<file path="src/mzr_pkg.sv">
// constants and types shared by the mastering / output reduction block
// assumes a single 250 MHz clock and a plain word-wide register port
`default_nettype none

package mzr_pkg;

  // clock and documented times
  localparam int CLK_HZ = 250_000_000;
  localparam int T_WAIT_S = 2;
  localparam int T_LOCK_MIN = 5;
  localparam int T_FLASH_S = 2;
  localparam int KEY_FLASH_HZ = 3;
  localparam int INP_FLASH_HZ = 8;

  // derived cycle counts, flash half periods round down
  localparam int SEC_CYC = CLK_HZ;
  localparam int WAIT_CYC = T_WAIT_S * CLK_HZ;
  localparam int FLASH_CYC = T_FLASH_S * CLK_HZ;
  localparam int LOCK_SEC = T_LOCK_MIN * 60;
  localparam int KEY_HALF_CYC = CLK_HZ / (2 * KEY_FLASH_HZ);
  localparam int INP_HALF_CYC = CLK_HZ / (2 * INP_FLASH_HZ);

  // widths
  localparam int AW = 8;
  localparam int DW = 32;
  localparam int VW = 18;
  localparam int NW = 22;
  localparam int EW = 10;
  localparam int CW = 32;
  localparam int LW = 9;
  localparam int FW = 7;
  localparam int BW = 3;

  // register byte addresses
  localparam logic [AW-1:0] OFF_CTRL = 8'h00;
  localparam logic [AW-1:0] OFF_MVAL = 8'h04;
  localparam logic [AW-1:0] OFF_RED_N = 8'h08;
  localparam logic [AW-1:0] OFF_RED_SEL = 8'h0c;
  localparam logic [AW-1:0] OFF_OUT_IF = 8'h10;
  localparam logic [AW-1:0] OFF_FIELD = 8'h14;
  localparam logic [AW-1:0] OFF_BAUD = 8'h18;
  localparam logic [AW-1:0] OFF_KLOCK = 8'h1c;
  localparam logic [AW-1:0] OFF_ERR = 8'h20;
  localparam logic [AW-1:0] OFF_OFFSET = 8'h24;

  // control write bits and status read bits
  localparam int CTRL_MASTER = 0;
  localparam int CTRL_ZERO = 1;
  localparam int CTRL_INACT = 2;
  localparam int STAT_BUSY = 0;
  localparam int STAT_MASTERED = 1;
  localparam int STAT_LOCKED = 2;

  // reduction select bits, one per output interface
  localparam int SEL_ANA = 0;
  localparam int SEL_SER = 1;
  localparam int SEL_WEB = 2;

  // limits and reset values
  localparam logic [NW-1:0] RED_MIN = 22'h000001;
  localparam logic [NW-1:0] RED_MAX = 22'h2dc6c0;
  localparam logic [BW-1:0] BAUD_LAST = 3'h5;
  localparam logic [BW-1:0] BAUD_RST = 3'h5;
  localparam logic [FW-1:0] FIELD_RST = 7'h01;
  localparam logic [2:0] RED_SEL_RST = 3'h0;
  localparam logic [VW-1:0] ZERO_VAL = 18'h00000;

  // reply codes
  localparam logic [EW-1:0] ERR_NONE = 10'h000;
  localparam logic [EW-1:0] ERR_TIMEOUT = 10'h0dc;
  localparam logic [EW-1:0] ERR_RANGE = 10'h25a;

  typedef enum logic [1:0] {
    IF_WEB = 2'b00,
    IF_ANALOG = 2'b01,
    IF_SERIAL = 2'b10
  } mzr_if_t;

  typedef enum logic [1:0] {
    SRC_REG = 2'b00,
    SRC_KEY = 2'b01,
    SRC_INP = 2'b10
  } mzr_src_t;

  typedef enum logic {
    ST_IDLE = 1'b0,
    ST_WAIT = 1'b1
  } mzr_state_t;

endpackage : mzr_pkg

`default_nettype wire

</file>
<file path="src/mzr_reduce.sv">
// every-nth-value pacer for the measurement stream
// assumes step is a one-cycle pulse per measurement value
`default_nettype none

module mzr_reduce (
  input wire logic mclk,
  input wire logic rst,
  input wire logic [mzr_pkg::NW-1:0] red_n,
  input wire logic step,
  output logic keep
);

  typedef struct packed {
    logic [mzr_pkg::NW-1:0] cnt;
  } mzr_red_t;

  mzr_red_t r_reg;
  mzr_red_t r_next;

  // the first value after reset is kept, then every nth one
  assign keep = step && (r_reg.cnt == '0);

  always_comb begin
    r_next = r_reg;
    if (step) begin
      // a shrinking factor must not strand the count above it
      if (r_reg.cnt >= red_n - mzr_pkg::RED_MIN) begin
        r_next.cnt = '0;
      end else begin
        r_next.cnt = r_reg.cnt + mzr_pkg::RED_MIN;
      end
    end
  end

  always_ff @(posedge mclk) begin
    if (rst) begin
      r_reg <= '0;
    end else begin
      r_reg <= r_next;
    end
  end

endmodule : mzr_reduce

`default_nettype wire

</file>
<file path="src/mzr_top.sv">
// mastering / zeroing of the measurement value and output data reduction
// assumes one synchronous 250 MHz clock, synchronous inputs, and a measurement
// stream that presents one value per meas_valid pulse
//
// Functional notes
// - on a master command, wait up to 2 s and master the next value
// - no value within the wait ends the command with timeout code 220
// - after mastering, output values relative to the stored master value
// - the inactive setting returns to unshifted, non-mastered output
// - master only a target in range; offset shifts all outputs
// - an invalid captured value is rejected with out-of-range code 602
// - the select key locks 5 min after start; software can release it
// - key presses under lock start nothing
// - a failed key mastering flashes the indicator red at 3 Hz for 2 s
// - a failed input mastering flashes the indicator red at 8 Hz for 2 s
// - a pulse on the functional input starts mastering
// - key and functional input are both accepted as triggers
// - with reduction n only every nth value is output
// - reduction factor accepted from 1 to 3,000,000
// - reduction applies only to interfaces selected for it
// - serial link runs at one selectable baud rate of the set
// - only the enabled output data fields are transmitted
// - zeroing is mastering with a master value of zero
//
// Chosen here: the register addresses and the strobed register port.
`default_nettype none

module mzr_top #(
  parameter int unsigned SEC_CYC = mzr_pkg::SEC_CYC,
  parameter int unsigned WAIT_CYC = mzr_pkg::WAIT_CYC,
  parameter int unsigned FLASH_CYC = mzr_pkg::FLASH_CYC,
  parameter int unsigned KEY_HALF_CYC = mzr_pkg::KEY_HALF_CYC,
  parameter int unsigned INP_HALF_CYC = mzr_pkg::INP_HALF_CYC
) (
  input wire logic mclk,
  input wire logic rst,
  input wire logic [mzr_pkg::AW-1:0] reg_addr,
  input wire logic [mzr_pkg::DW-1:0] reg_wdata,
  input wire logic reg_wr,
  input wire logic reg_rd,
  output logic [mzr_pkg::DW-1:0] reg_rdata,
  input wire logic meas_valid,
  input wire logic [mzr_pkg::VW-1:0] meas_value,
  input wire logic meas_ok,
  input wire logic key_press,
  input wire logic func_in,
  output logic [mzr_pkg::VW-1:0] val_out,
  output logic ser_valid,
  output logic ana_valid,
  output logic web_valid,
  output logic [mzr_pkg::FW-1:0] field_en,
  output logic [mzr_pkg::BW-1:0] baud_sel,
  output logic led_red,
  output logic key_locked,
  output logic mastered
);

  typedef struct packed {
    mzr_pkg::mzr_state_t state;
    mzr_pkg::mzr_src_t src;
    logic zero_req;
    logic [mzr_pkg::VW-1:0] master_val;
    logic [mzr_pkg::NW-1:0] red_n;
    logic [2:0] red_sel;
    mzr_pkg::mzr_if_t out_if;
    logic [mzr_pkg::FW-1:0] field;
    logic [mzr_pkg::BW-1:0] baud;
    logic lock_en;
    logic lock_done;
    logic [mzr_pkg::LW-1:0] lock_sec;
    logic [mzr_pkg::CW-1:0] sec_cnt;
    logic mastered;
    logic [mzr_pkg::VW-1:0] offset;
    logic [mzr_pkg::EW-1:0] err;
    logic [mzr_pkg::CW-1:0] wait_cnt;
    logic flashing;
    logic led_on;
    logic [mzr_pkg::CW-1:0] flash_cnt;
    logic [mzr_pkg::CW-1:0] half_cnt;
    logic [mzr_pkg::CW-1:0] half_len;
    logic key_q;
    logic inp_q;
    logic [mzr_pkg::DW-1:0] rdata;
    logic [mzr_pkg::VW-1:0] val;
    logic ser_v;
    logic ana_v;
    logic web_v;
  } mzr_state_reg_t;

  mzr_state_reg_t r_reg;
  mzr_state_reg_t r_next;
  logic keep;
  logic locked;
  logic key_rise;
  logic inp_rise;
  logic cmd_master;
  logic cmd_zero;
  logic fail;
  logic [mzr_pkg::VW-1:0] target;

  mzr_reduce u_reduce (
    .mclk(mclk),
    .rst(rst),
    .red_n(r_reg.red_n),
    .step(meas_valid),
    .keep(keep)
  );

  assign locked = r_reg.lock_en && r_reg.lock_done;
  assign key_rise = key_press && !r_reg.key_q;
  assign inp_rise = func_in && !r_reg.inp_q;

  always_comb begin
    r_next = r_reg;
    cmd_master = 1'b0;
    cmd_zero = 1'b0;
    fail = 1'b0;
    target = r_reg.zero_req ? mzr_pkg::ZERO_VAL : r_reg.master_val;
    r_next.key_q = key_press;
    r_next.inp_q = func_in;
    r_next.ser_v = 1'b0;
    r_next.ana_v = 1'b0;
    r_next.web_v = 1'b0;
    r_next.rdata = '0;

    // power-on key lock timer, one-second enable from a divider
    if (!r_reg.lock_done) begin
      if (r_reg.sec_cnt == mzr_pkg::CW'(SEC_CYC - 1)) begin
        r_next.sec_cnt = '0;
        if (r_reg.lock_sec == mzr_pkg::LW'(mzr_pkg::LOCK_SEC - 1)) begin
          r_next.lock_done = 1'b1;
        end else begin
          r_next.lock_sec = r_reg.lock_sec + 1'b1;
        end
      end else begin
        r_next.sec_cnt = r_reg.sec_cnt + 1'b1;
      end
    end

    // failure indication: red blink of chosen half period for a fixed span
    if (r_reg.flashing) begin
      if (r_reg.half_cnt == r_reg.half_len) begin
        r_next.half_cnt = '0;
        r_next.led_on = !r_reg.led_on;
      end else begin
        r_next.half_cnt = r_reg.half_cnt + 1'b1;
      end
      if (r_reg.flash_cnt == mzr_pkg::CW'(FLASH_CYC - 1)) begin
        r_next.flashing = 1'b0;
        r_next.led_on = 1'b0;
      end else begin
        r_next.flash_cnt = r_reg.flash_cnt + 1'b1;
      end
    end

    // register writes
    if (reg_wr) begin
      case (reg_addr)
        mzr_pkg::OFF_CTRL: begin
          cmd_master = reg_wdata[mzr_pkg::CTRL_MASTER];
          cmd_zero = reg_wdata[mzr_pkg::CTRL_ZERO];
          if (reg_wdata[mzr_pkg::CTRL_INACT]) begin
            r_next.mastered = 1'b0;
            r_next.offset = '0;
          end
        end
        mzr_pkg::OFF_MVAL: r_next.master_val = reg_wdata[mzr_pkg::VW-1:0];
        mzr_pkg::OFF_RED_N: begin
          // out-of-range factors are dropped, the old one stays
          if (reg_wdata[mzr_pkg::DW-1:mzr_pkg::NW] == '0 &&
              reg_wdata[mzr_pkg::NW-1:0] >= mzr_pkg::RED_MIN &&
              reg_wdata[mzr_pkg::NW-1:0] <= mzr_pkg::RED_MAX) begin
            r_next.red_n = reg_wdata[mzr_pkg::NW-1:0];
          end
        end
        mzr_pkg::OFF_RED_SEL: r_next.red_sel = reg_wdata[2:0];
        mzr_pkg::OFF_OUT_IF: begin
          case (reg_wdata[1:0])
            mzr_pkg::IF_WEB: r_next.out_if = mzr_pkg::IF_WEB;
            mzr_pkg::IF_ANALOG: r_next.out_if = mzr_pkg::IF_ANALOG;
            mzr_pkg::IF_SERIAL: r_next.out_if = mzr_pkg::IF_SERIAL;
            default: ;
          endcase
        end
        mzr_pkg::OFF_FIELD: r_next.field = reg_wdata[mzr_pkg::FW-1:0];
        mzr_pkg::OFF_BAUD: begin
          if (reg_wdata[mzr_pkg::DW-1:mzr_pkg::BW] == '0 &&
              reg_wdata[mzr_pkg::BW-1:0] <= mzr_pkg::BAUD_LAST) begin
            r_next.baud = reg_wdata[mzr_pkg::BW-1:0];
          end
        end
        mzr_pkg::OFF_KLOCK: r_next.lock_en = reg_wdata[0];
        default: ;
      endcase
    end

    // register reads, data in the following cycle
    if (reg_rd) begin
      case (reg_addr)
        mzr_pkg::OFF_CTRL: begin
          r_next.rdata[mzr_pkg::STAT_BUSY] = (r_reg.state == mzr_pkg::ST_WAIT);
          r_next.rdata[mzr_pkg::STAT_MASTERED] = r_reg.mastered;
          r_next.rdata[mzr_pkg::STAT_LOCKED] = locked;
        end
        mzr_pkg::OFF_MVAL: r_next.rdata[mzr_pkg::VW-1:0] = r_reg.master_val;
        mzr_pkg::OFF_RED_N: r_next.rdata[mzr_pkg::NW-1:0] = r_reg.red_n;
        mzr_pkg::OFF_RED_SEL: r_next.rdata[2:0] = r_reg.red_sel;
        mzr_pkg::OFF_OUT_IF: r_next.rdata[1:0] = r_reg.out_if;
        mzr_pkg::OFF_FIELD: r_next.rdata[mzr_pkg::FW-1:0] = r_reg.field;
        mzr_pkg::OFF_BAUD: r_next.rdata[mzr_pkg::BW-1:0] = r_reg.baud;
        mzr_pkg::OFF_KLOCK: r_next.rdata[0] = r_reg.lock_en;
        mzr_pkg::OFF_ERR: r_next.rdata[mzr_pkg::EW-1:0] = r_reg.err;
        mzr_pkg::OFF_OFFSET: r_next.rdata[mzr_pkg::VW-1:0] = r_reg.offset;
        default: r_next.rdata = '0;
      endcase
    end

    // mastering sequence
    case (r_reg.state)
      mzr_pkg::ST_IDLE: begin
        r_next.wait_cnt = '0;
        if (cmd_master || cmd_zero) begin
          r_next.state = mzr_pkg::ST_WAIT;
          r_next.src = mzr_pkg::SRC_REG;
          r_next.zero_req = cmd_zero && !cmd_master;
        end else if (key_rise && !locked) begin
          r_next.state = mzr_pkg::ST_WAIT;
          r_next.src = mzr_pkg::SRC_KEY;
          r_next.zero_req = 1'b0;
        end else if (inp_rise) begin
          r_next.state = mzr_pkg::ST_WAIT;
          r_next.src = mzr_pkg::SRC_INP;
          r_next.zero_req = 1'b0;
        end
      end
      mzr_pkg::ST_WAIT: begin
        // fresh requests are not queued while one is pending
        if (meas_valid) begin
          r_next.state = mzr_pkg::ST_IDLE;
          if (meas_ok) begin
            r_next.offset = target - meas_value;
            r_next.mastered = 1'b1;
            r_next.err = mzr_pkg::ERR_NONE;
          end else begin
            r_next.err = mzr_pkg::ERR_RANGE;
            fail = 1'b1;
          end
        end else if (r_reg.wait_cnt == mzr_pkg::CW'(WAIT_CYC - 1)) begin
          r_next.state = mzr_pkg::ST_IDLE;
          r_next.err = mzr_pkg::ERR_TIMEOUT;
          fail = 1'b1;
        end else begin
          r_next.wait_cnt = r_reg.wait_cnt + 1'b1;
        end
      end
      default: r_next.state = mzr_pkg::ST_IDLE;
    endcase

    // register-started failures only report through the error code
    if (fail && r_reg.src != mzr_pkg::SRC_REG) begin
      r_next.flashing = 1'b1;
      r_next.led_on = 1'b1;
      r_next.flash_cnt = '0;
      r_next.half_cnt = '0;
      if (r_reg.src == mzr_pkg::SRC_KEY) begin
        r_next.half_len = mzr_pkg::CW'(KEY_HALF_CYC - 1);
      end else begin
        r_next.half_len = mzr_pkg::CW'(INP_HALF_CYC - 1);
      end
    end

    // output path: shift, then route to the one selected interface
    if (meas_valid) begin
      if (r_reg.mastered) begin
        r_next.val = meas_value + r_reg.offset;
      end else begin
        r_next.val = meas_value;
      end
      case (r_reg.out_if)
        mzr_pkg::IF_SERIAL: begin
          r_next.ser_v = !r_reg.red_sel[mzr_pkg::SEL_SER] || keep;
        end
        mzr_pkg::IF_ANALOG: begin
          r_next.ana_v = !r_reg.red_sel[mzr_pkg::SEL_ANA] || keep;
        end
        mzr_pkg::IF_WEB: begin
          r_next.web_v = !r_reg.red_sel[mzr_pkg::SEL_WEB] || keep;
        end
        default: ;
      endcase
    end
  end

  always_ff @(posedge mclk) begin
    if (rst) begin
      r_reg <= '0;
      r_reg.red_n <= mzr_pkg::RED_MIN;
      r_reg.red_sel <= mzr_pkg::RED_SEL_RST;
      r_reg.out_if <= mzr_pkg::IF_SERIAL;
      r_reg.field <= mzr_pkg::FIELD_RST;
      r_reg.baud <= mzr_pkg::BAUD_RST;
      r_reg.lock_en <= 1'b1;
    end else begin
      r_reg <= r_next;
    end
  end

  assign reg_rdata = r_reg.rdata;
  assign val_out = r_reg.val;
  assign ser_valid = r_reg.ser_v;
  assign ana_valid = r_reg.ana_v;
  assign web_valid = r_reg.web_v;
  assign field_en = r_reg.field;
  assign baud_sel = r_reg.baud;
  assign led_red = r_reg.led_on;
  assign key_locked = locked;
  assign mastered = r_reg.mastered;

endmodule : mzr_top

`default_nettype wire

</file>
<file path="config.mk">
export PLATFORM = sky130hd
export DESIGN_NAME = mzr_top
export DESIGN_NICKNAME = d
export VERILOG_FILES = /design/src/mzr_pkg.sv /design/src/mzr_reduce.sv /design/src/mzr_top.sv
export SDC_FILE = /design/constraint.sdc
export NUM_CORES = 1
export LEC_CHECK = 0
export ABC_AREA = 1
export ABC_CLOCK_PERIOD_IN_PS = 2250
export BUFFER_PORTS_ARGS = -buffer_cell sky130_fd_sc_hd__buf_4
export CAP_MARGIN = 30
export CELL_PAD_IN_SITES_DETAIL_PLACEMENT = 1
export CELL_PAD_IN_SITES_GLOBAL_PLACEMENT = 2
export CORE_ASPECT_RATIO = 0.6
export CORE_UTILIZATION = 31
export DETAILED_ROUTE_END_ITERATION = 7
export GPL_TIMING_DRIVEN = 0
export PLACE_DENSITY = 0.74
export SLEW_MARGIN = 30
export SYNTH_ARGS = -nofsm -noshare
export SYNTH_HDL_FRONTEND = slang
export SYNTH_HIERARCHICAL = 1
export SYNTH_SLANG_ARGS = --single-unit
</file>
<file path="constraint.sdc">
create_clock -name mclk -period 2.25 [get_ports mclk]
set_input_delay 0.1125 -clock mclk [delete_from_list [all_inputs] [get_ports mclk]]
set_output_delay 0.1125 -clock mclk [all_outputs]
set_load 0.01 [all_outputs]
</file>
==> results of run 1 <==
routing by layer:
metal  vias up  part of all wire, %
met2       544                   37
met4         0                  1.4
met1      9828                   54
met3        63                  8.0
met5         -                    0
li1       9893                    -
synth_stat cells (all sizes together), types with 3 or more instances:
master  instances
buf           100
nand3         174
nand3b          3
o211ai         18
o31ai           3
nand2         703
nor3          105
o21ai         126
nor2          420
a21oi         231
nor3b          11
clkbuf         34
a31oi           5
o21bai          8
nor4           16
clkinv          4
inv           347
xor2           74
a21o           11
dfxtp         292
or2            11
a211oi         10
ha             64
xnor2          29
o22ai           3
a221oi          4
a21boi          6
nand4          78
how the worst min path moves through the flow:
stage / startpoint / end / slack (ns) / depth (start not counted)
after floorplan: func_in / r_reg[53]$_SDFF_PP0_ / 0.24 / 2
after global placement: func_in / r_reg[53]$_SDFF_PP0_ / 0.36 / 3
after detailed placement: func_in / r_reg[53]$_SDFF_PP0_ / 0.36 / 3
after CTS: meas_value[13] / val_out[13]$_SDFFE_PP0P_ / 0.0001 / 5
after global routing: meas_value[17] / val_out[17]$_SDFFE_PP0P_ / 0.02 / 5
final: meas_value[17] / val_out[17]$_SDFFE_PP0P_ / 0.0009 / 5
kinds of logic after synthesis:
family / Yosys count
other cells: 1
compound gates: 433
xor+xnor: 103
buf+inv: 485
simple gates: 1525
fa+ha+maj: 66
flops: 292
cell type report:
class | count | area, um2
fill | 7534 | 36100
multi-input combinational | 2137 | 11400
sequential | 292 | 5900
timing repair buffer | 208 | 1720
inverter | 351 | 1330
clock buffer | 47 | 991
tap | 781 | 977
buffer | 133 | 857
clock inverter | 15 | 236
power by group:
| part | switching (uW) | leakage, uW | internal [uW] | total (uW) |
|---|---|---|---|---|
| Combinational | 804 | 0.00677 | 468 | 1270 |
| Clock | 2490 | 0.000609 | 3790 | 6280 |
| Sequential | 65.6 | 0.00237 | 5220 | 5290 |
critical path: cells and delay by family (launching register included):
kind | cells | cell delay [ns]
buffers and inverters | 2 | 0.25
XOR/XNOR | 1 | 0.14
flip-flops | 1 | 0.37
adder cells (fa/ha/maj) | 1 | 0.28
AND/OR/NAND/NOR | 15 | 1.55
through the flow:
stage,util (%),worst slack [ns]
floorplan,-,-0.125
global placement,34.9,-0.641
global route,39.3,-0.624
detailed placement,34.9,-0.675
CTS,38.4,-0.402
finish,39.3,-0.486
timing repair:
item,CTS,global route
pin swaps,6,26
setup buffers,22,20
resized for setup,74,117
endpoints found under the setup margin,126,170
hold buffers,43,0
gates cloned,1,1
endpoints found under the hold margin,73,0
==> run metrics, run 1 <==
outcome complete, but fails checks; failing checks negative setup slack; final setup vio count 22; largest net degree at the start of global routing 13; GR peak layer met1; vias in the first global route about 20000; max_cap viols 0; Synth Cell Area 18800 um2; max reg flops 215; final setup TNS -10.28 ns; DRT Pass-1 Iters 5; reg2reg end u_reduce/r_reg[10]$_SDFFE_PP0P_; drt drc 0; row count between 60 and 70; Die Y 193 um; main combinational cell family by area after synthesis simple AND/OR/NAND/NOR gates; largest area contributor in the netlist dfxtp_1; I/O pin total between 100 and 150; Layout area overhead 24.7%; routed wire length 79100 um; CTS Sinks slightly below 300; crit path from r_reg[277]$_SDFFE_PP0P_; antenna violations before repair 0; Placed Cells 3816; M2 GR Usage around 33%; clk_skew between 0.03 and 0.04 ns; post-synth top area share 31.2%; DR vias/cell 5.13; CTS clk-pin slew, worst paths 0.06 ns; crit path capture u_reduce/r_reg[10]$_SDFFE_PP0P_; Synth Area in Simple Gates ~36%; leakage power approximately 0.0098 uW; Synth Area in Compound Gates between 10% and 20%; min-delay worst type in2reg; WHS around 0.00093 ns; Final Cycle Share 122%; CP max-delay cell dfxtp_4; total power between 10000 and 15000 uW; n_diodes 0; RSZ-0062 raised after global routing yes; class of the most critical setup path reg2reg; Port Buffer Count around 120; post-synthesis xor/xnor area fraction 4.81%; met1 Usage GRT approximately two fifths; Nets between 3000 and 4000; CTS max path bufs 3; total grt overflow 0; Worst Path Arrival approximately 3.2 ns; register bit total from synthesis 292; most frequent cells in the layout nand2_1 (672), nor2_1 (381), inv_1 (323); Area after DPL 20700 um2; full die area ~60000 um2; Initial Util 31.5%; Finished Cell Area about 23000 um2; routed vias roughly 20000; Die Wd about 320 um; post-synthesis sequential area ratio around 31%; critical path cell sequence or2_4, nor2_4, nand2_2, nor2_4, nand3_4, nor2_4, xor2_1, inv_1, ha_4, nand2_4, nor2_2, nand2_1, nor2_1, nand2_1, nand4_1, nand2_1, nand2_4, clkbuf_16, nor2_1; pwr dens 549 nW/um2; post-route ant nets 0; first-pass GRT wire length about 120000 um; maximum VDD drop 412 uV; WL/cell 19.9 um; fin cells around 4000; CP peak stage delay around 0.37 ns; Main synth FF type dfxtp_1; Synth Area in Adders under 10%; htree depth 2; Total GRT Usage between 20% and 30%; worst-path fanout max 5; M3 GR Usage 6.04%; Area contributors post-synth dfxtp_1 (31%), nand2_1 (14%), nor2_1 (8.0%); Yosys Warn Count 6; CTS tree built; asr flop ratio synth 0%; layout cells sized above 1 between 10% and 20%; required time at the endpoint of the critical path 2.70 ns; Placer Congestion 0.923; Synth cell types 58; CTS Buf Count 35; Critical R2R Launch r_reg[277]$_SDFFE_PP0P_; Reg2Reg Depth 19; most common cell after layout, fill and taps aside nand2_1; fin. max-slew vios 0; syn_area_per_cell between 6 and 7 um2; setup slack, reg-to-reg -0.49 ns; number of flops mapped to enable cells by yosys 0; CP Launch Type flop; worst slew pin tran around 1.0 ns; CP Capture Type flop; Final min period 2.74 ns; final hold violations 0; CORE AREA approximately 59000 um2; CTS Root Cell clkbuf_16; fmax 0.365 GHz; setup slack after layout -0.486 ns; drt initial violations between 1500 and 2000; Max-slew headroom between 30% and 40%; clk_lat worst skew around 0.58 ns; fraction of synthesized area in multiplexers 0%; Post-Syn Instances just under 3000; Post-DP HPWL ~63000 um
No activity file was read; power rests on OpenSTA's default activity.
==> run 2: changes to the inputs <==
Settings changed: ABC_AREA 1 to unset, CORE_UTILIZATION 31 to 33, PLACE_DENSITY 0.74 to 0.73.
==> run metrics, run 2 <==
outcome complete, but fails checks (unchanged); failing checks negative setup slack (unchanged); critical path cell sequence or4_4, or3_4, or3_4, nor4_4, xnor2_1, ha_1, nand4_1, nor2_2, and3_4, o311ai_4, a21boi_4, clkbuf_8, nor3_1 (was or2_4, nor2_4, nand2_2, nor2_4, nand3_4, nor2_4, xor2_1, inv_1, ha_4, nand2_4, nor2_2, nand2_1, nor2_1, nand2_1, nand4_1, nand2_1, nand2_4, clkbuf_16, nor2_1); I/O pin total 132 (unchanged); CP max-delay cell or4_4 (was dfxtp_4); Initial Util 33.6% (was 31.5%); fin. max-slew vios 0 (unchanged); antenna violations before repair 2 (was 0); Nets 2290 (was 3290); Reg2Reg Depth 13 (was 19); min-delay worst type in2reg (unchanged); fin util 44.2% (was 39.3%); Total GRT Usage 22.2% (was 25.5%); post-synth top area share 37.4% (was 31.2%); WHS Endpoint val_out[17]$_SDFFE_PP0P_ (unchanged); largest net degree at the start of global routing 15 (was 13); most instantiated cells after synthesis dfxtp_1 (292), nor2_1 (278), nand2_1 (152), a21oi_1 (107), nand3_1 (99) (was nand2_1 (692), nor2_1 (401), inv_1 (333), dfxtp_1 (292), a21oi_1 (231)); max_cap viols 0 (unchanged); CTS clk-pin slew, worst paths 0.06 ns (about the same); clk_lat worst skew 0.54 ns (was 0.58 ns); top-count cell post-synth dfxtp_1 (was nand2_1); DRT Pass-1 Iters 5 (unchanged); largest area contributor in the netlist dfxtp_1 (unchanged); required time at the endpoint of the critical path 2.64 ns (was 2.70 ns); worst-path fanout max 5 (unchanged); asr flop ratio synth 0% (unchanged); routed wire length 54500 um (was 79100 um); Post-Syn Instances 1891 (was 2905); Critical R2R Launch r_reg[281]$_SDFFE_PP0P_ (was r_reg[277]$_SDFFE_PP0P_); CP Launch Type flop (unchanged); DR vias/cell 5.19 (was 5.13); CTS Buf Count 34 (was 35); pwr dens 588 nW/um2 (was 549 nW/um2); layout cells sized above 1 25.2% (was 16.4%); max reg flops 215 (unchanged); maximum VDD drop 360 uV (was 412 uV); CP peak stage delay 0.51 ns (was 0.37 ns); worst slew pin tran 1.04 ns (was 1.00 ns); CTS Sinks 292 (unchanged); CORE AREA 46500 um2 (was 59500 um2); Die Wd 283 um (was 320 um); row count 61 (was 69); vias in the first global route 14700 (was 19800); worst path bufs/invs 1 (was 2); drt drc 0 (unchanged); fmax 0.296 GHz (was 0.365 GHz); number of flops mapped to enable cells by yosys 0 (unchanged); Main synth FF type dfxtp_1 (unchanged); first-pass GRT wire length 84400 um (was 120000 um); Critical Path Most Common Cell or3_4; Post-DP HPWL 40400 um (was 63100 um); RSZ-0062 raised after global routing yes (unchanged); final hold violations 0 (unchanged); Final min period 3.37 ns (was 2.74 ns); hold path startpoint meas_value[17] (unchanged); Area contributors post-synth dfxtp_1 (37%), nor2_1 (6.7%), xor2_1 (5.4%) (was dfxtp_1 (31%), nand2_1 (14%), nor2_1 (8.0%)); setup slack, reg-to-reg -1.12 ns (was -0.49 ns); CTS tree built (unchanged); reg2reg end u_reduce/r_reg[4]$_SDFFE_PP0P_ (was u_reduce/r_reg[10]$_SDFFE_PP0P_); WL/cell 19.4 um (was 19.9 um); Worst Path Arrival 3.76 ns (was 3.18 ns); register bit total from synthesis 292 (unchanged); routed vias 14600 (was 20300); Max-slew headroom 31.0% (was 33.0%); CP Capture Type flop (unchanged); filler instances 5419 (was 7534); drt initial violations 816 (was 1627); post-route ant nets 0 (unchanged); WHS 0.0193 ns (was 0.000932 ns); clk_skew 0.0213 ns (was 0.0322 ns); leakage power 0.00797 uW (was 0.00975 uW); Placer Congestion 0.902 (was 0.923); Layout area overhead 31.6% (was 24.7%); Synth Cell Area 15600 um2 (was 18800 um2); final setup TNS -26.82 ns (was -10.28 ns); Die Y 171 um (was 193 um); Yosys Warn Count 6 (unchanged); syn_area_per_cell 8.26 um2 (was 6.46 um2); full die area 48300 um2 (was 61500 um2); Final Cycle Share 150% (was 122%); htree depth 2 (unchanged); Synth cell types 84 (was 58); CTS max path bufs 3 (unchanged); post-synthesis sequential area ratio 37.4% (was 31.2%); CTS Root Cell clkbuf_16 (unchanged); final setup vio count 40 (was 22); setup slack after layout -1.12 ns (was -0.486 ns); total grt overflow 0 (unchanged); hold path depth 3 (was 5); most common cell after layout, fill and taps aside nor2_1 (was nand2_1); class of the most critical setup path reg2reg (unchanged); Port Buffer Count 117 (was 121); most frequent cells in the layout nor2_1 (263), buf_4 (244), dfxtp_1 (237) (was nand2_1 (672), nor2_1 (381), inv_1 (323)); Crit path max-delay family simple AND/OR/NAND/NOR gates (unchanged)
==> run 2: changes by cell type in the layout (fill, tap and decap cells not counted), sizes merged, moves of 28 or more <==
| cell | change |
|---|---|
| xnor2 | +59 |
| nor2b | +28 |
| mux2i | +34 |
| inv | -295 |
| nand3 | -75 |
| nor3 | -33 |
| a21oi | -124 |
| nor2 | -142 |
| nand2 | -550 |
| o21ai | -82 |
| and3 | +46 |
| nand4 | -32 |
==> run 2: report_power, final <==
part	switching, uW	internal [uW]	leakage (uW)
registers	45.7	5210	0.00239
logic	571	436	0.00502
clock network	2330	3500	0.000563
==> run 2: worst min-delay path: stages <==
cell and delay [ns]:
buf_4 0.11, xor2_1 0.09, a211oi_1 0.18
==> run 2: worst max path at each step <==
stage                                       to               startpoint  slack (ns)  cells after the start
5_1_grt         u_reduce/r_reg[4]$_SDFFE_PP0P_  r_reg[278]$_SDFFE_PP0P_       -1.28                     13
3_3_place_gp    u_reduce/r_reg[3]$_SDFFE_PP0P_  r_reg[279]$_SDFFE_PP0P_       -1.51                     13
4_1_cts         u_reduce/r_reg[6]$_SDFFE_PP0P_  r_reg[278]$_SDFFE_PP0P_       -1.13                     13
3_5_place_dp    u_reduce/r_reg[6]$_SDFFE_PP0P_  r_reg[279]$_SDFFE_PP0P_       -1.60                     13
2_1_floorplan  u_reduce/r_reg[20]$_SDFFE_PP0P_  r_reg[278]$_SDFFE_PP0P_       -1.03                     13
6_report        u_reduce/r_reg[4]$_SDFFE_PP0P_  r_reg[281]$_SDFFE_PP0P_       -1.12                     13
==> run 2: cell type report <==
cell class / instances / area, um2 / share of cell area, %
Clock inverter: 10 / 158 / 0.767
Antenna cell: 1 / 2.50 / 0.0122
Buffer: 128 / 802 / 3.90
Tap cell: 630 / 788 / 3.83
Inverter: 52 / 195 / 0.949
Timing Repair Buffer: 225 / 1830 / 8.89
Sequential cell: 292 / 5940 / 28.9
Clock buffer: 47 / 981 / 4.77
Multi-Input combinational cell: 1425 / 9860 / 48.0
==> run 2: per-layer routing <==
metal | global-route usage (%) | share of wire, %
met5 | 0 | 0.024
met4 | 4.84 | 1.8
met3 | 3.25 | 3.6
met2 | 33.1 | 42
met1 | 33.3 | 52
==> run 2: logic make-up after synthesis <==
group	Yosys count	share of synthesized area [%]
AOI/OAI and AO/OA	280	11.7
xor gates and xnor gates	185	10.4
adders and majority gates	66	5.38
buffers and inverters	183	6.00
DFF	292	37.4
muxes	36	2.32
other	1	0.0240
and+or+nand+nor	848	26.8
==> run 2: timing repair <==
item                                   in CTS  in global routing
setup endpoints to repair                 167                169
buffers inserted                           42                 35
pin swaps                                  62                 73
hold buffers                               28                  0
gates resized for setup                   152                134
cloned                                      1                  2
endpoints found under the hold margin      49                  0
==> run 2: metrics by stage <==
step           worst slack [ns]  power, uW  area [um2]  std cells
5_1_grt                   -1.28      12600       20600       2809
4_1_cts                   -1.13      12200       19800       2773
3_3_place_gp              -1.51       6210       17500       2647
2_1_floorplan             -1.03       5850       15800       1900
3_5_place_dp              -1.60       6230       17500       2647
6_report                  -1.12      12100       20600       2810
==> run 3: changes to the inputs <==
Settings changed: ABC_CLOCK_PERIOD_IN_PS 2250 to 4400, CORE_UTILIZATION 33 to 39, PLACE_DENSITY 0.73 to 0.81.
Clock period 2.25 ns to 4.4 ns, I/O delays scaled along.
==> run metrics, run 3 (same netlist as run 2, synthesis figures left out) <==
WL/cell 19.5 um (was 19.4 um); maximum VDD drop 295 uV (was 360 uV); leakage power 0.00732 uW (was 0.00797 uW); Port Buffer Count 117 (unchanged); Nets 2212 (was 2290); most frequent cells in the layout dfxtp_1 (292), nor2_1 (278), buf_4 (183) (was nor2_1 (263), buf_4 (244), dfxtp_1 (237)); routed vias 14200 (was 14600); pwr dens 324 nW/um2 (was 588 nW/um2); Die Y 157 um (was 171 um); class of the most critical setup path reg2reg (unchanged); NetSw 1480 uW (was 2950 uW); Final Cycle Share 93.2% (was 150%); outcome complete, no violations (was complete, but fails checks); total power 6020 uW (was 12100 uW); CTS Buf Count 31 (was 34); max_cap viols 0 (unchanged); filler instances 4695 (was 5419); I/O pin total 132 (unchanged); CP Launch Type flop (unchanged); fmax 0.244 GHz (was 0.296 GHz); Post-DP HPWL 38900 um (was 40400 um); Sw Share 24.5% (was 24.3%); CP Capture Type flop (unchanged); CTS Root Cell clkbuf_16 (unchanged); fin. max-slew vios 0 (unchanged); DR vias/cell 5.38 (was 5.19); CTS clk-pin slew, worst paths 0.06 ns (about the same); Initial Util 39.8% (was 33.6%); layout cells sized above 1 13.1% (was 25.2%); vias in the first global route 14000 (was 14700); worst-path fanout max 10 (was 5); htree depth 1 (was 2); routed wire length 51200 um (was 54500 um); Comb power frac 7.5% (was 8.3%); post-route ant nets 0 (unchanged); full die area 40900 um2 (was 48300 um2); worst slew pin tran 0.968 ns (was 1.04 ns); DRT Pass-1 Iters 5 (unchanged); drt drc 0 (unchanged); most common cell after layout, fill and taps aside dfxtp_1 (was nor2_1); CORE AREA 39200 um2 (was 46500 um2); Worst Path Arrival 4.54 ns (was 3.76 ns); CTS max path bufs 3 (unchanged); Clk pwr share 47.7% (was 48.2%); Seq pwr share 44.7% (was 43.5%); required time at the endpoint of the critical path 4.84 ns (was 2.64 ns); Max-slew headroom 35.5% (was 31.0%); clk_lat worst skew 0.58 ns (was 0.54 ns); Internal 4540 uW (was 9150 uW); antenna violations before repair 5 (was 2); Final min period 4.10 ns (was 3.37 ns); Total GRT Usage 25.0% (was 22.2%); largest net degree at the start of global routing 16 (was 15); Layout area overhead 19.1% (was 31.6%); clk_skew 0.0178 ns (was 0.0213 ns); Die Wd 260 um (was 283 um); min-delay worst type in2reg (unchanged); Placer Congestion 0.924 (was 0.902); WHS 0.0297 ns (was 0.0193 ns); total grt overflow 0 (unchanged); CTS tree built (unchanged); final hold violations 0 (unchanged); max reg flops 215 (unchanged); CTS Sinks 292 (unchanged); row count 56 (was 61); Setup WS pre-CTS -0.0252 ns (was -1.60 ns); first-pass GRT wire length 80400 um (was 84400 um); setup slack after layout 0.301 ns (was -1.12 ns); drt initial violations 875 (was 816); final setup vio count 0 (was 40)
## run 3: metal layers
layer / track usage [%] / part of all wire (%) / vias to the layer above
met5: 0 / 0.025 / -
met4: 5.37 / 1.9 / 2
met3: 5.30 / 5.5 / 70
met2: 35.9 / 41 / 270
met1: 37.7 / 52 / 6851
li1: - / - / 6958
## run 3: power by group through the flow
stage	combinational (uW)	clock, uW	sequential, uW
after floorplan	244	0	2740
after CTS	447	2940	2690
after detailed placement	425	0	2750
final	452	2870	2690
after global routing	493	3050	2690
after global placement	417	0	2750
## run 3: area by class of cell
class | count | area (um2) | area share, %
Multi-Input combinational cell | 1425 | 8890 | 47.8
Clock buffer | 38 | 862 | 4.63
Tap cell | 522 | 653 | 3.51
Sequential cell | 292 | 5850 | 31.4
Clock inverter | 20 | 243 | 1.30
Timing Repair Buffer | 147 | 1170 | 6.27
Antenna cell | 2 | 5.00 | 0.0269
Inverter | 52 | 195 | 1.05
Buffer | 131 | 743 | 3.99
## run 3: through the flow
step | utilization [%] | std cells | TNS (ns) | cell area (um2)
final | 47.4 | 2629 | 0 | 18600
after global routing | 47.4 | 2627 | -0.0115 | 18600
after CTS | 47.3 | 2622 | 0 | 18600
after detailed placement | 43.8 | 2539 | -0.0735 | 17200
after global placement | 43.8 | 2539 | 0 | 17200
after floorplan | - | 1900 | 0 | 15700
## run 3: critical path, cell delays in order (launching register included)
cell and delay, ns:
dfxtp_1 0.40, or4_4 0.56, or3_4 0.36, or3_4 0.36, nor4_4 0.17, xnor2_1 0.12, ha_1 0.31, nand4_1 0.13
nor2_1 0.20, and3_1 0.19, o311ai_1 0.24, a21boi_2 0.39, clkbuf_1 0.42, nor3_1 0.11
## run 3: worst paths after layout
check	startpoint	end	slack, ns	cells after the start
hold / removal	meas_value[1]	val_out[1]$_SDFFE_PP0P_	0.03	3
setup / recovery	r_reg[279]$_SDFFE_PP0P_	u_reduce/r_reg[5]$_SDFFE_PP0P_	0.30	13
setup reg to reg	r_reg[279]$_SDFFE_PP0P_	u_reduce/r_reg[5]$_SDFFE_PP0P_	0.30	13
hold reg to reg	r_reg[77]$_SDFFE_PP0P_	r_reg[77]$_SDFFE_PP0P_	0.48	2
## run 3: timing repair
| item | CTS | global route |
|---|---|---|
| resized for setup | 1 | 0 |
| setup buffers | 0 | 5 |
| pin swaps | 0 | 1 |
| endpoints found under the hold margin | 46 | 0 |
| setup endpoints to repair | 10 | 10 |
| hold buffers | 25 | 0 |
